$ cat src/common/slmenu_pkg.sv
// Package of constants and types for the status indicator and local menu block
package slmenu_pkg;

  // Indicator levels, ranked least to most severe
  typedef enum logic [2:0] {
    LVL_GREEN  = 3'h0,
    LVL_YELLOW = 3'h1,
    LVL_RED    = 3'h2,
    LVL_FLASH_YELLOW = 3'h3,
    LVL_FLASH_RED    = 3'h4
  } slmenu_level_type;

  // Condition indices
  localparam int unsigned COND_NO_SIGNAL = 0;
  localparam int unsigned COND_NO_LOCK   = 1;
  localparam int unsigned COND_NO_MODULE = 2;
  localparam int unsigned COND_MISMATCH  = 3;
  localparam int unsigned COND_NO_REAR   = 4;
  localparam int unsigned COND_TEMP      = 5;
  localparam int unsigned COND_FW_UPDATE = 6;
  localparam int unsigned COND_NUM       = 7;

  // Allowed level masks per condition, bit n = level n allowed
  localparam logic [4:0] ALLOW_CFG   = 5'h17; // green/yellow/red/flash red
  localparam logic [4:0] ALLOW_FIXED_YELLOW = 5'h02;
  localparam logic [4:0] ALLOW_FIXED_FRED   = 5'h10;

  // Default levels after reset
  localparam logic [2:0] DEF_NO_SIGNAL = 3'h2;
  localparam logic [2:0] DEF_NO_LOCK   = 3'h1;
  localparam logic [2:0] DEF_NO_MODULE = 3'h4;
  localparam logic [2:0] DEF_MISMATCH  = 3'h2;
  localparam logic [2:0] DEF_NO_REAR   = 3'h4;
  localparam logic [2:0] DEF_TEMP      = 3'h2;
  localparam logic [2:0] DEF_FW_UPDATE = 3'h1;

  // Register byte offsets
  localparam logic [7:0] REG_LEVEL_CFG = 8'h00; // 3 bits per condition
  localparam logic [7:0] REG_GPI_CFG   = 8'h04; // 1 bit per condition
  localparam logic [7:0] REG_PARAM     = 8'h08; // menu parameters, edit value while editing
  localparam logic [7:0] REG_STATUS    = 8'h0c; // read-only state

  // Menu parameter bits in REG_PARAM: optical tx on, reclocker on
  localparam int unsigned PARAM_W = 2;
  localparam logic [1:0] PARAM_DEFAULT = 2'h3;

  // Menu session states
  typedef enum logic [1:0] {
    MS_IDLE,
    MS_STATUS,
    MS_PARAM,
    MS_EDIT
  } slmenu_state_type;

  // Timing
  localparam longint unsigned CLK_HZ = 125000000;
  localparam longint unsigned TIMEOUT_S = 30;
  localparam longint unsigned TIMEOUT_CYC = TIMEOUT_S * CLK_HZ;
  localparam longint unsigned FLASH_HZ = 1;
  localparam longint unsigned FLASH_HALF_CYC = CLK_HZ / (2 * FLASH_HZ);

endpackage

$ cat src/common/slmenu_key_if.sv
// Interface carrying decoded panel key events to the menu engine
`timescale 1ns/1ps
interface slmenu_key_if;
  logic key_plus;
  logic key_minus;
  logic key_select;
  logic key_esc;
  logic card_select;
  logic any_key;
  modport src (output key_plus, key_minus, key_select, key_esc, card_select, any_key);
  modport dst (input key_plus, key_minus, key_select, key_esc, card_select, any_key);
endinterface

$ cat src/logic/slmenu_top.sv
// Status indicator and local menu block with AHB-Lite register slave
// Notes on behaviour
// - Indicator shows most severe enabled condition.
// - Ranking green, yellow, red, flash yellow, flash red.
// - Conditions use allowed levels, selectable when several.
// - Missing input defaults to red.
// - No lock and firmware update default yellow.
// - No module, no rear default flash red.
// - Mismatch and temperature default red.
// - Flash yellow during session or boot.
// - Card select asks for panel session.
// - Select enters edit, second select commits.
// - Escape discards edit, else goes up.
// - Top escape keeps session; card select ends it.
// - Thirty idle seconds end the session.
// - Timeout commits a pending edit.
// - Session starts at status, then parameters.
// - Parameters reset to defined defaults.
// - Per-alarm setting routes alarm to GPI.
//
// The AHB-Lite interface to the registers and the register offsets were decided locally.
`timescale 1ns/1ps
module slmenu_top #(
  parameter longint unsigned TIMEOUT_CYC = slmenu_pkg::TIMEOUT_CYC,
  parameter longint unsigned FLASH_HALF_CYC = slmenu_pkg::FLASH_HALF_CYC
) (
  // Clock and reset
  input wire logic hclk,
  input wire logic hresetn,
  // AHB-Lite slave
  input wire logic hsel,
  input wire logic [31:0] haddr,
  input wire logic [1:0] htrans,
  input wire logic hwrite,
  input wire logic [2:0] hsize,
  input wire logic [31:0] hwdata,
  input wire logic hready,
  output logic [31:0] hrdata,
  output logic hreadyout,
  output logic hresp,
  // Detected conditions, one bit per condition index
  input wire logic [slmenu_pkg::COND_NUM-1:0] cond_in,
  input wire logic booting,
  // Panel key events, one-cycle pulses from the frame controller link
  input wire logic card_select_btn,
  input wire logic key_plus,
  input wire logic key_minus,
  input wire logic key_select,
  input wire logic key_esc,
  input wire logic param_idx,
  // Outputs
  output logic [2:0] led_rgb_level,
  output logic led_on,
  output logic session_req,
  output logic gpi_alarm,
  output logic opt_tx_on,
  output logic reclock_on
);

  localparam logic [4:0] ALLOW [slmenu_pkg::COND_NUM] = '{
    slmenu_pkg::ALLOW_CFG, slmenu_pkg::ALLOW_FIXED_YELLOW, slmenu_pkg::ALLOW_CFG,
    slmenu_pkg::ALLOW_CFG, slmenu_pkg::ALLOW_FIXED_FRED, slmenu_pkg::ALLOW_CFG,
    slmenu_pkg::ALLOW_FIXED_YELLOW};
  localparam logic [20:0] LEVEL_RESET = {slmenu_pkg::DEF_FW_UPDATE, slmenu_pkg::DEF_TEMP,
    slmenu_pkg::DEF_NO_REAR, slmenu_pkg::DEF_MISMATCH, slmenu_pkg::DEF_NO_MODULE,
    slmenu_pkg::DEF_NO_LOCK, slmenu_pkg::DEF_NO_SIGNAL};

  slmenu_key_if keys ();
  logic session, in_edit, in_params;
  logic [slmenu_pkg::PARAM_W-1:0] params;

  // Route panel keys to the menu engine; panel keys count only in session
  assign keys.card_select = card_select_btn;
  assign keys.key_plus = key_plus && session;
  assign keys.key_minus = key_minus && session;
  assign keys.key_select = key_select && session;
  assign keys.key_esc = key_esc && session;
  assign keys.any_key = session && (key_plus || key_minus || key_select || key_esc);

  slmenu_session #(.TIMEOUT_CYC(TIMEOUT_CYC)) u_session (
    .hclk(hclk),
    .hresetn(hresetn),
    .keys(keys),
    .param_idx(param_idx),
    .session(session),
    .in_edit(in_edit),
    .in_params(in_params),
    .params(params),
    .timed_out()
  );

  // Bus registers
  logic [20:0] lvl_cfg_r, lvl_cfg_nxt;
  logic [slmenu_pkg::COND_NUM-1:0] gpi_cfg_r, gpi_cfg_nxt;
  logic wr_pend_r, wr_pend_nxt;
  logic [7:0] addr_r, addr_nxt;
  logic [31:0] rdata_r, rdata_nxt;
  logic addr_ok;

  assign addr_ok = hsel && hready && htrans[1];

  // Bus next values: capture address phase, write in data phase
  always_comb begin
    lvl_cfg_nxt = lvl_cfg_r;
    gpi_cfg_nxt = gpi_cfg_r;
    wr_pend_nxt = addr_ok && hwrite;
    addr_nxt = addr_ok ? haddr[7:0] : addr_r;
    rdata_nxt = 32'h0;
    if (wr_pend_r) begin
      unique case (addr_r)
        slmenu_pkg::REG_LEVEL_CFG: lvl_cfg_nxt = hwdata[20:0];
        slmenu_pkg::REG_GPI_CFG: gpi_cfg_nxt = hwdata[slmenu_pkg::COND_NUM-1:0];
        default: ;
      endcase
    end
    if (addr_ok && !hwrite) begin
      unique case (haddr[7:0])
        slmenu_pkg::REG_LEVEL_CFG: rdata_nxt = {11'h0, lvl_cfg_r};
        slmenu_pkg::REG_GPI_CFG: rdata_nxt = {25'h0, gpi_cfg_r};
        slmenu_pkg::REG_PARAM: rdata_nxt = {30'h0, params};
        slmenu_pkg::REG_STATUS:
          rdata_nxt = {19'h0, cond_in, led_rgb_level, in_params, in_edit, session};
        default: rdata_nxt = 32'h0;
      endcase
    end
  end

  always_ff @(posedge hclk or negedge hresetn) begin
    if (!hresetn) begin
      lvl_cfg_r <= LEVEL_RESET;
      gpi_cfg_r <= '0;
      wr_pend_r <= 1'b0;
      addr_r <= 8'h0;
      rdata_r <= 32'h0;
    end else begin
      lvl_cfg_r <= lvl_cfg_nxt;
      gpi_cfg_r <= gpi_cfg_nxt;
      wr_pend_r <= wr_pend_nxt;
      addr_r <= addr_nxt;
      rdata_r <= rdata_nxt;
    end
  end

  assign hrdata = rdata_r;
  assign hreadyout = 1'b1;
  assign hresp = 1'b0;

  // Per-condition level, clamped to allowed set (disallowed selectable code reads as green)
  logic [2:0] cond_lvl [slmenu_pkg::COND_NUM];
  genvar gi;
  generate
    for (gi = 0; gi < slmenu_pkg::COND_NUM; gi++) begin : g_cond
      if (ALLOW[gi] != slmenu_pkg::ALLOW_CFG) begin : g_fixed
        // Single allowed level: the written field is ignored, the default always applies
        assign cond_lvl[gi] = cond_in[gi] ? LEVEL_RESET[3*gi +: 3] : 3'h0;
      end else begin : g_sel
        logic [2:0] cfg;
        logic ok;
        // Selectable level, a disallowed code falls back to green
        assign cfg = lvl_cfg_r[3*gi +: 3];
        assign ok = (cfg <= 3'h4) && ALLOW[gi][cfg];
        assign cond_lvl[gi] = (cond_in[gi] && ok) ? cfg : 3'h0;
      end
    end
  endgenerate

  // Maximum severity over conditions, session and boot
  logic [2:0] worst;
  always_comb begin
    worst = 3'h0;
    for (int i = 0; i < slmenu_pkg::COND_NUM; i++) begin
      if (cond_lvl[i] > worst) begin
        worst = cond_lvl[i];
      end
    end
    if ((session || booting) && worst < 3'(slmenu_pkg::LVL_FLASH_YELLOW)) begin
      worst = 3'(slmenu_pkg::LVL_FLASH_YELLOW);
    end
  end

  // Shared flash timebase
  logic [26:0] fl_cnt_r, fl_cnt_nxt;
  logic phase_r, phase_nxt;
  logic [2:0] led_r, led_nxt;
  logic gpi_r, gpi_nxt;
  logic sreq_r, sreq_nxt;

  always_comb begin
    fl_cnt_nxt = fl_cnt_r + 27'h1;
    phase_nxt = phase_r;
    if (fl_cnt_r == 27'(FLASH_HALF_CYC - 1)) begin
      fl_cnt_nxt = 27'h0;
      phase_nxt = ~phase_r;
    end
    led_nxt = worst;
    gpi_nxt = |(cond_in & gpi_cfg_r);
    sreq_nxt = card_select_btn;
  end

  always_ff @(posedge hclk or negedge hresetn) begin
    if (!hresetn) begin
      fl_cnt_r <= 27'h0;
      phase_r <= 1'b1;
      led_r <= 3'h0;
      gpi_r <= 1'b0;
      sreq_r <= 1'b0;
    end else begin
      fl_cnt_r <= fl_cnt_nxt;
      phase_r <= phase_nxt;
      led_r <= led_nxt;
      gpi_r <= gpi_nxt;
      sreq_r <= sreq_nxt;
    end
  end

  assign led_rgb_level = led_r;
  assign led_on = (led_r >= 3'h3) ? phase_r : 1'b1;
  assign session_req = sreq_r;
  assign gpi_alarm = gpi_r;
  assign opt_tx_on = params[0];
  assign reclock_on = params[1];

endmodule

$ cat src/logic/slmenu_session.sv
// Local menu session engine: select, edit, commit, cancel and inactivity timeout
`timescale 1ns/1ps
module slmenu_session #(
  parameter longint unsigned TIMEOUT_CYC = slmenu_pkg::TIMEOUT_CYC
) (
  // Clock and reset
  input wire logic hclk,
  input wire logic hresetn,
  // Key events
  slmenu_key_if.dst keys,
  // Menu position inside the parameter list
  input wire logic [0:0] param_idx,
  // Results
  output logic session,
  output logic in_edit,
  output logic in_params,
  output logic [slmenu_pkg::PARAM_W-1:0] params,
  output logic timed_out
);

  slmenu_pkg::slmenu_state_type st_r, st_nxt;
  logic [slmenu_pkg::PARAM_W-1:0] prm_r, prm_nxt;
  logic [slmenu_pkg::PARAM_W-1:0] edit_r, edit_nxt;
  logic [37:0] tmr_r, tmr_nxt;
  logic to_r, to_nxt;
  logic expire;

  assign expire = (st_r != slmenu_pkg::MS_IDLE) && (tmr_r == 38'(TIMEOUT_CYC - 1));

  // Next state of session, parameters and timer
  always_comb begin
    st_nxt = st_r;
    prm_nxt = prm_r;
    edit_nxt = edit_r;
    tmr_nxt = tmr_r + 38'h1;
    to_nxt = 1'b0;
    if (keys.any_key) begin
      tmr_nxt = 38'h0;
    end
    unique case (st_r)
      slmenu_pkg::MS_IDLE: begin
        tmr_nxt = 38'h0;
        if (keys.card_select) begin
          st_nxt = slmenu_pkg::MS_STATUS;
        end
      end
      slmenu_pkg::MS_STATUS: begin
        if (keys.key_select || keys.key_plus) begin
          st_nxt = slmenu_pkg::MS_PARAM;
        end
      end
      slmenu_pkg::MS_PARAM: begin
        if (keys.key_select) begin
          st_nxt = slmenu_pkg::MS_EDIT;
          edit_nxt = prm_r;
        end else if (keys.key_esc) begin
          st_nxt = slmenu_pkg::MS_STATUS;
        end
      end
      slmenu_pkg::MS_EDIT: begin
        if (keys.key_plus || keys.key_minus) begin
          edit_nxt[param_idx] = ~edit_r[param_idx];
        end
        if (keys.key_select) begin
          prm_nxt = edit_r;
          st_nxt = slmenu_pkg::MS_PARAM;
        end else if (keys.key_esc) begin
          edit_nxt = prm_r;
          st_nxt = slmenu_pkg::MS_PARAM;
        end
      end
    endcase
    // Top level escape keeps the session; card select or the inactivity timeout closes it
    if (st_r != slmenu_pkg::MS_IDLE && keys.card_select) begin
      st_nxt = slmenu_pkg::MS_IDLE;
      tmr_nxt = 38'h0;
      if (st_r == slmenu_pkg::MS_EDIT) begin
        prm_nxt = edit_r;
      end
    end else if (expire && !keys.any_key) begin
      st_nxt = slmenu_pkg::MS_IDLE;
      tmr_nxt = 38'h0;
      to_nxt = 1'b1;
      if (st_r == slmenu_pkg::MS_EDIT) begin
        prm_nxt = edit_r;
      end
    end
  end

  // State registers
  always_ff @(posedge hclk or negedge hresetn) begin
    if (!hresetn) begin
      st_r <= slmenu_pkg::MS_IDLE;
      prm_r <= slmenu_pkg::PARAM_DEFAULT;
      edit_r <= slmenu_pkg::PARAM_DEFAULT;
      tmr_r <= 38'h0;
      to_r <= 1'b0;
    end else begin
      st_r <= st_nxt;
      prm_r <= prm_nxt;
      edit_r <= edit_nxt;
      tmr_r <= tmr_nxt;
      to_r <= to_nxt;
    end
  end

  assign session = (st_r != slmenu_pkg::MS_IDLE);
  assign in_edit = (st_r == slmenu_pkg::MS_EDIT);
  assign in_params = (st_r == slmenu_pkg::MS_PARAM) || (st_r == slmenu_pkg::MS_EDIT);
  assign params = (st_r == slmenu_pkg::MS_EDIT) ? edit_r : prm_r;
  assign timed_out = to_r;

endmodule

$ cat config.mk
export PLATFORM = sky130hd
export DESIGN_NAME = slmenu_top
export DESIGN_NICKNAME = d
export VERILOG_FILES = /design/src/common/slmenu_pkg.sv /design/src/common/slmenu_key_if.sv /design/src/logic/slmenu_top.sv /design/src/logic/slmenu_session.sv
export SDC_FILE = /design/constraint.sdc
export NUM_CORES = 1
export LEC_CHECK = 0
export ABC_AREA = 1
export ABC_CLOCK_PERIOD_IN_PS = 9590
export BUFFER_PORTS_ARGS = -buffer_cell sky130_fd_sc_hd__buf_4
export CAP_MARGIN = 40
export CORE_MARGIN = 3
export CORE_UTILIZATION = 45
export DETAILED_ROUTE_END_ITERATION = 7
export GPL_TIMING_DRIVEN = 0
export PLACE_DENSITY = 0.63
export SYNTH_ARGS = -nofsm -noshare
export SYNTH_HDL_FRONTEND = slang
export SYNTH_HIERARCHICAL = 1
export SYNTH_SLANG_ARGS = --single-unit
export TNS_END_PERCENT = 20
$ cat constraint.sdc
create_clock -name hclk -period 9.59 [get_ports hclk]
set_input_delay 1.4385 -clock hclk [delete_from_list [all_inputs] [get_ports hclk]]
set_output_delay 1.4385 -clock hclk [all_outputs]
set_load 0.02 [all_outputs]
==> results, run 1 <==
- The number of top-level design ports is 130.
- The final layout contains routed wiring with a total length of 17.9 mm.
- For this configuration, the core starts out at a cell density of 46.0%.
- The finished layout holds 1306 standard cells, fillers aside.
- For this design the total switching power over the nets is 0.000515 W.
- The sequential share of power is 39.1%.
- Of the total power, combinational logic draws 21.0%.
- Setup repair after global routing left no endpoint under its margin.
- The portion of the clock cycle consumed by the worst path in the final layout is 59.2%.
- STA puts the critical path data required time at 9.89 ns.
- The share of post-route cells with drive strength above 1 is 18.5%.
- Hold timing on the final database bottoms out at a slack of 0.480 ns.
- The congestion estimate from routability-driven global placement came to 0.938.
- On the critical path, the stage with the largest delay is an instance of ha_1.
- STA classifies the critical path startpoint as a primary input.
- The post-layout minimum cycle time is 5.68 ns.
- The via count of the first global-routing pass is 6295.
- Synthesis handed over a netlist of 965 instances.
- The setup TNS is 0 ns.
- Input and output buffers added on the ports amount to 77.
- After clock tree synthesis, the flow added hold-fix buffers numbering 0.
- The worst vdd rail ir drop is 132 uV.
- Averaged over all synthesized cells, the footprint is 7.94 sq um.
- The number of antenna violations at the first check in global routing is 0.
- Counting instances, the worst hold path has a depth of 1.
- The critical path's largest stage delay is 0.31 ns.
- The achievable clock frequency is 176 MHz.
- After global routing the overflow that remains totals 0.
- The number of nets in the layout is 1174.
- The worst max-slew margin expressed relative to the limit is 57.5%.
- The cell count after placement is 1274.
- The synthesis warning total is 6.
- The finished cells cover 9190 sq um.
- Setup violations remaining at the end of the flow were counted as 0.
- 0 antenna diodes ended up in the layout.
- In this run the core area contains 47 standard-cell rows.
- The floorplan step set the die width to 136 microns.
- The final hold violation count is 0.
- The final setup skew is 0.00572 ns.
- The via-per-instance ratio is 4.97.
- The clock tree from TritonCTS is yes.
- The first detailed-routing pass took 7 iterations.
- For this run, design rule violations remaining after detail routing come to 0.
- The number of cells on the worst reg-to-reg path is 35.
- Counting along the longest clock path gives a buffer depth of 2.
- The clock net in this run drives a total of 135 sinks.
- The global-route wire length before repair is 30.2 mm.
- Entering global routing, the biggest net connects 72 pins.
- The clock buffer count from CTS is 17.
- The number of pins exceeding their max-slew limit in the final report is 0.
- In this run, the clock network consumes 39.9% of the power.
- The number of post-CTS setup repair buffers is 0.
- The post-placement cell area is 8580 sq um.
- The netlist area before placement is 7660 sq um.
- The core region is 16600 sq um.
- The die covers 18600 sq um.
- The worst endpoint data arrival time is 5.98 ns.
- The analysis attributes to cell leakage a power of 4.61 nW.
- The root buffer cell chosen for the clock tree is clkbuf_16.
- The worst setup path is captured at a flop.
- Setup slack closes at 3.91 ns.
- Dividing the detail-routed wire length by the instance count gives 13.7 microns.
- The run finished with clean final reports.
- Net switching is 30.6% of the power.
- Compared with the post-synthesis result, the final layout area differs by 20.0%.
- The DRC marker count from the first detailed-route iteration is 341.
- The height of the chip is 136 microns.
- The total internal power is 0.00117 W.
- The path category of the worst min-delay check is reg2reg.
- Dividing total power by cell area gives a power density of 183 nW/um^2.
- The cell occurring most often along the worst timing path is nand2_1.
- The class of the most critical setup path is in2reg.
- OpenSTA, run right after detailed placement, puts the worst setup slack at 3.52 ns.
- The clock-pin transition on the worst setup and hold timing paths is 0.06 ns.
- The half-perimeter wire length after placement is 13.5 mm.
- The transition time at the pin with the least slew margin is 0.638 ns.
- The quantity of gates resized following cts is 0.
- Across every metal layer, demand over resource in global routing totals 20.4%.
- Across all layers, the routed design uses 6494 vias.
- The count of maximum capacitance violations is 0.
- Clock latency on the worst-skew pair, taken at its later pin, is 0.42 ns.
- The number of routed nets with antenna violations is 0.
- The level count of the clock H-tree is 4.
- The largest fanout on the critical path is 6.
## critical path: cells and delay by family
family,cells,cell delay (ns)
adders and majority gates,5,1.22
AOI/OAI and AO/OA,2,0.25
and+or+nand+nor,21,2.63
buffers and inverters,7,0.46
## registers in the layout, indices dropped and copies added, names as in the netlist, 2 cells and up
name / cells
addr_r: 8
fl_cnt_r: 27
u_session/edit_r: 2
u_session/tmr_r: 38
led_rgb_level: 3
hrdata: 21
u_session/prm_r: 2
u_session/st_r: 2
lvl_cfg_r: 21
gpi_cfg_r: 7
## metrics by stage
stage          utilization [%]  power (W)
6_report                  55.2    0.00168
5_1_grt                   55.2    0.00178
4_1_cts                   55.2    0.00170
3_5_place_dp              51.6    0.00102
3_3_place_gp              51.4    0.00101
2_1_floorplan                -   0.000904
## final timing paths
check                                    from                  end  slack [ns]
max                                cond_in[0]     led_rgb_level[0]        3.91
min                        u_session/tmr_r[0]   u_session/tmr_r[0]        0.48
max reg2reg                      lvl_cfg_r[1]     led_rgb_level[0]        4.47
min reg2reg                u_session/tmr_r[0]   u_session/tmr_r[0]        0.48
max in group asynchronous             hresetn        lvl_cfg_r[16]        7.79
min in group asynchronous             hresetn  u_session/tmr_r[23]        1.00
## placed cells by master (no fill, tap or decap), types with 5 or more instances in the layout
cell type	instances
ha_1	13
dfstp_2	12
nand4_1	40
buf_6	5
nand3_2	5
inv_2	6
dfrtp_1	123
o21ai_0	48
conb_1	13
o22ai_1	15
xnor2_1	7
clkbuf_1	10
nor2_1	126
nor2_2	11
a21oi_1	19
nand2_1	186
mux2_2	10
mux2_4	6
inv_1	164
nor3_1	22
clkbuf_16	17
nand3_1	41
xor2_1	30
nor4_1	11
buf_4	89
## power groups by stage
stage               clock [W]  combinational, W  sequential, W
CTS                  0.000682          0.000357       0.000658
detailed placement          0          0.000355       0.000668
global route         0.000708          0.000403       0.000665
finish               0.000671          0.000353       0.000657
floorplan                   0          0.000237       0.000667
global placement            0          0.000348       0.000667
## layer usage
layer  GRT usage [%]  vias up  wire [microns]
li1                -     3290               -
met1            27.2     3019            8350
met2            32.6      153            8270
met3            4.52       32             850
met4            7.73        0             386
met5               0        -               0
## final cells by class
cell class / count / area [sq um]
plain buffers: 28 / 186
inverters: 170 / 638
repair buffers: 78 / 609
flip-flops and latches: 135 / 3390
clock inverters: 14 / 174
fillers: 1592 / 7460
multi-input cells: 643 / 3480
well taps: 220 / 275
clock buffers: 18 / 429
Note: power is estimated with default switching activity, not from simulation.
==> run 2: changes to the inputs <==
--- a/config.mk
+++ b/config.mk
@@ -6,14 +6,14 @@
 export NUM_CORES = 1
 export LEC_CHECK = 0
 export ABC_AREA = 1
-export ABC_CLOCK_PERIOD_IN_PS = 9590
+export ABC_CLOCK_PERIOD_IN_PS = 5040
 export BUFFER_PORTS_ARGS = -buffer_cell sky130_fd_sc_hd__buf_4
 export CAP_MARGIN = 40
 export CORE_MARGIN = 3
 export CORE_UTILIZATION = 45
 export DETAILED_ROUTE_END_ITERATION = 7
 export GPL_TIMING_DRIVEN = 0
-export PLACE_DENSITY = 0.63
+export PLACE_DENSITY = 0.66
 export SYNTH_ARGS = -nofsm -noshare
 export SYNTH_HDL_FRONTEND = slang
 export SYNTH_HIERARCHICAL = 1
==> constraint.sdc (replaced) <==
create_clock -name hclk -period 5.04 [get_ports hclk]
set_input_delay 0.756 -clock hclk [delete_from_list [all_inputs] [get_ports hclk]]
set_output_delay 0.756 -clock hclk [all_outputs]
set_load 0.02 [all_outputs]
==> run 2 against run 1 <==
Sequential cell count did not move. Combinational power rose by 110%. Die area did not move. Non-clock buffer count rose by 6. Power rose by 90%. Clock power rose by 79%. First-iteration DRC count fell by 13%. Global-route usage fell by 0.34 points. Largest power group is now sequential cells. Via count rose by 0.37%. Count of clock-buffer cells in the layout did not move. Critical path type is now reg2reg. Routed wire length rose by 1.7%.
==> results, run 2 (synthesis results as in run 1) <==
- The flow ran to the end, and the final reports show no timing, DRC or antenna violations.
- The die is 136 microns tall.
- The die covers 18600 sq um.
- The wire length per cell after detailed routing is 13.8 microns.
- The share of post-route cells with drive strength above 1 is 20.6%.
- The total of buffers placed on input and output ports is 77.
- The number of diodes is 0.
- Row generation in the floorplan step produced 47 rows.
- The via-per-instance ratio is 4.97.
- The count of nets left with antenna violations once routing finished came out at 0.
- The overall via count from detail_route is 6518.
- In this run the register-to-register setup slack is 0.20 ns.
- The worst hold margin is 0.306 ns.
- The tree is rooted in a clkbuf_16.
- The final weighted congestion of routability-driven global placement is 0.910.
- The core region area is 16600 sq um.
- Data on the critical path is required at its endpoint by 5.34 ns.
- For the finished layout, the period the worst path requires is 4.84 ns.
- After detailed routing, the total wire length is 18.1 mm.
- In the layout the commonest cells are nand2_1 (178), inv_1 (162), nor2_1 (124).
- The number of filler cells placed in the layout is 1536.
- By instance count, the cell type seen most on the critical path is nand2_1.
- The class of the most critical setup path is reg2reg.
- Following the worst setup path forward leads to its endpoint at led_rgb_level[0].
- The first global-routing pass estimated 29.6 mm of wire.
- In this run the critical register-to-register path is captured at led_rgb_level[0].
- The total clock sinks is 135.
- For this design the static power due to leakage is 4.64 nW.
- The flip-flop count of the largest register, all copies and words added is 38.
- The number of standard cells in the final layout excluding fillers is 1312.
- The worst path setup slack after routing is 0.204 ns.
- The final core area utilization is 55.8%.
- The worst-case clock buffer depth is 2.
- On the final layout, the worst clock skew is 0.00980 ns.
- Across the VDD grid, the largest voltage drop is 281 uV.
- The via count of the first global-routing pass is 6316.
- The first detailed-routing pass ran for 5 iterations.
- In the final design database the tool counted 1180 nets.
- The number of pins exceeding their max-slew limit in the final report was 0.
- The clock buffer count from CTS is 17.
- The setup-violating endpoint count in the final report is 0.
- The worst max-slew margin expressed relative to the limit is 59.6%.
- The clock-pin transition on the worst setup and hold timing paths is 0.06 ns.
- STA classifies the critical path endpoint as a flop.
- The half-perimeter wire length after placement is 13.4 mm.
- The total overflow reported by the global router is 0.
- For the worst flop-to-flop path, the logic depth is 34.
- After layout, the worst path uses 96.0% of the clock period.
- STA classifies the critical path startpoint as a flop.
- The largest fanout on the critical path is 4.
- The launching point of the worst reg2reg path is lvl_cfg_r[1].
- Entering global routing, the biggest net connects 74 pins.
- For this run, the slowest stage of the critical path takes 0.54 ns.
- The worst endpoint data arrival time is 5.14 ns.
- The start point of the critical path is lvl_cfg_r[1].
- The clock tree from TritonCTS is yes.
- Max-cap violations in this run came to 0.
- After the first detailed-routing iteration, the DRC count stood at 298.
- At the placement stage, the worst setup path has a slack of -0.334 ns.
- After routing, the total negative slack on setup checks comes to 0 ns.
- The largest registers in the layout are u_session/tmr_r x38, fl_cnt_r x27.
- The DRC violations left is 0.
- The transition time at the pin with the least slew margin is 0.606 ns.
- The number of top-level design ports is 130.
- The initial core utilization is 46.0%.
- The synthesis-to-layout area growth is 21.2%.
- The clock tree synthesis step divided the H-tree into 4 levels.
- The cell count after placement is 1274.
- Ranked by flip-flop count, first place goes to u_session/tmr_r.
- On the critical path, the stage with the largest delay is an instance of dfstp_2.
- Power spread over the standard cell area amounts to 345 nW/um^2.
- The number of antenna violations at the first check in global routing is 0.
- The total global-route track usage is 20.1%.
- The library cell used most frequently in the layout, excluding fill and tap cells, is nand2_1.
- The final hold violation count is 0.
- The floorplan step set the die width to 136 microns.
- The path category of the worst min-delay check is in2async.
- Clock latency on the worst-skew pair, taken at its later pin, is 0.42 ns.
- The achievable clock frequency is 207 MHz.
run 2: cell types whose count changed in the layout (fill, tap and decap cells not counted), sizes merged:
cell / before / now
buf: 95 / 101
bufinv: 3 / 1
clkinvlp: 4 / 3
inv: 173 / 176
run 2: layout make-up:
class	instances	area (sq um)	share of cell area [%]
flip-flops and latches	135	3390	36.5
clock inverters	14	141	1.52
multi-input cells	643	3570	38.4
clock buffers	18	429	4.62
repair buffers	84	654	7.05
well taps	220	275	2.96
plain buffers	28	186	2.01
inverters	170	638	6.87
run 2: worst min path at each step:
stage / start / endpoint / depth (start not counted)
2_1_floorplan: addr_r[6] / addr_r[6] / 2
5_1_grt: hresetn / u_session/tmr_r[22] / 1
4_1_cts: hresetn / u_session/tmr_r[22] / 1
3_3_place_gp: addr_r[6] / addr_r[6] / 2
6_report: hresetn / u_session/tmr_r[24] / 1
3_5_place_dp: addr_r[6] / addr_r[6] / 2
run 2: power by group:
group	internal, W	switching [W]	total [W]
clock	0.000692	0.000509	0.00120
combinational	0.000290	0.000460	0.000749
sequential	0.00119	0.0000622	0.00125
run 2: per-layer routing:
layer / wire length [microns] / up-vias / part of all wire (%) / track usage (%)
met2: 8400 / 161 / 46 / 32.1
met5: 0 / - / 0 / 0
li1: - / 3289 / - / -
met3: 1020 / 30 / 5.6 / 4.81
met1: 8320 / 3038 / 46 / 26.6
met4: 408 / 0 / 2.2 / 7.33
run 2: critical path, delay by kind of cell, from the launching register on:
kind                     cells  cell delay, ns
AND/OR/NAND/NOR             21            2.21
adder cells (fa/ha/maj)      5            1.35
AO/OA/AOI/OAI                2            0.23
buffers and inverters        6            0.39
flip-flops                   1            0.54
run 2: per-stage QoR:
stage | area (sq um) | power [W]
after floorplan | 7700 | 0.00172
after global placement | 8550 | 0.00193
after detailed placement | 8580 | 0.00194
after CTS | 9160 | 0.00317
after global routing | 9280 | 0.00338
final | 9280 | 0.00320
run 2: what timing repair did:
item                       in CTS  in global routing
setup endpoints to repair       1                  1
buffers inserted                1                  5
pin swaps                       1                  8
hold buffers                    0                  0
gates resized for setup         0                 21
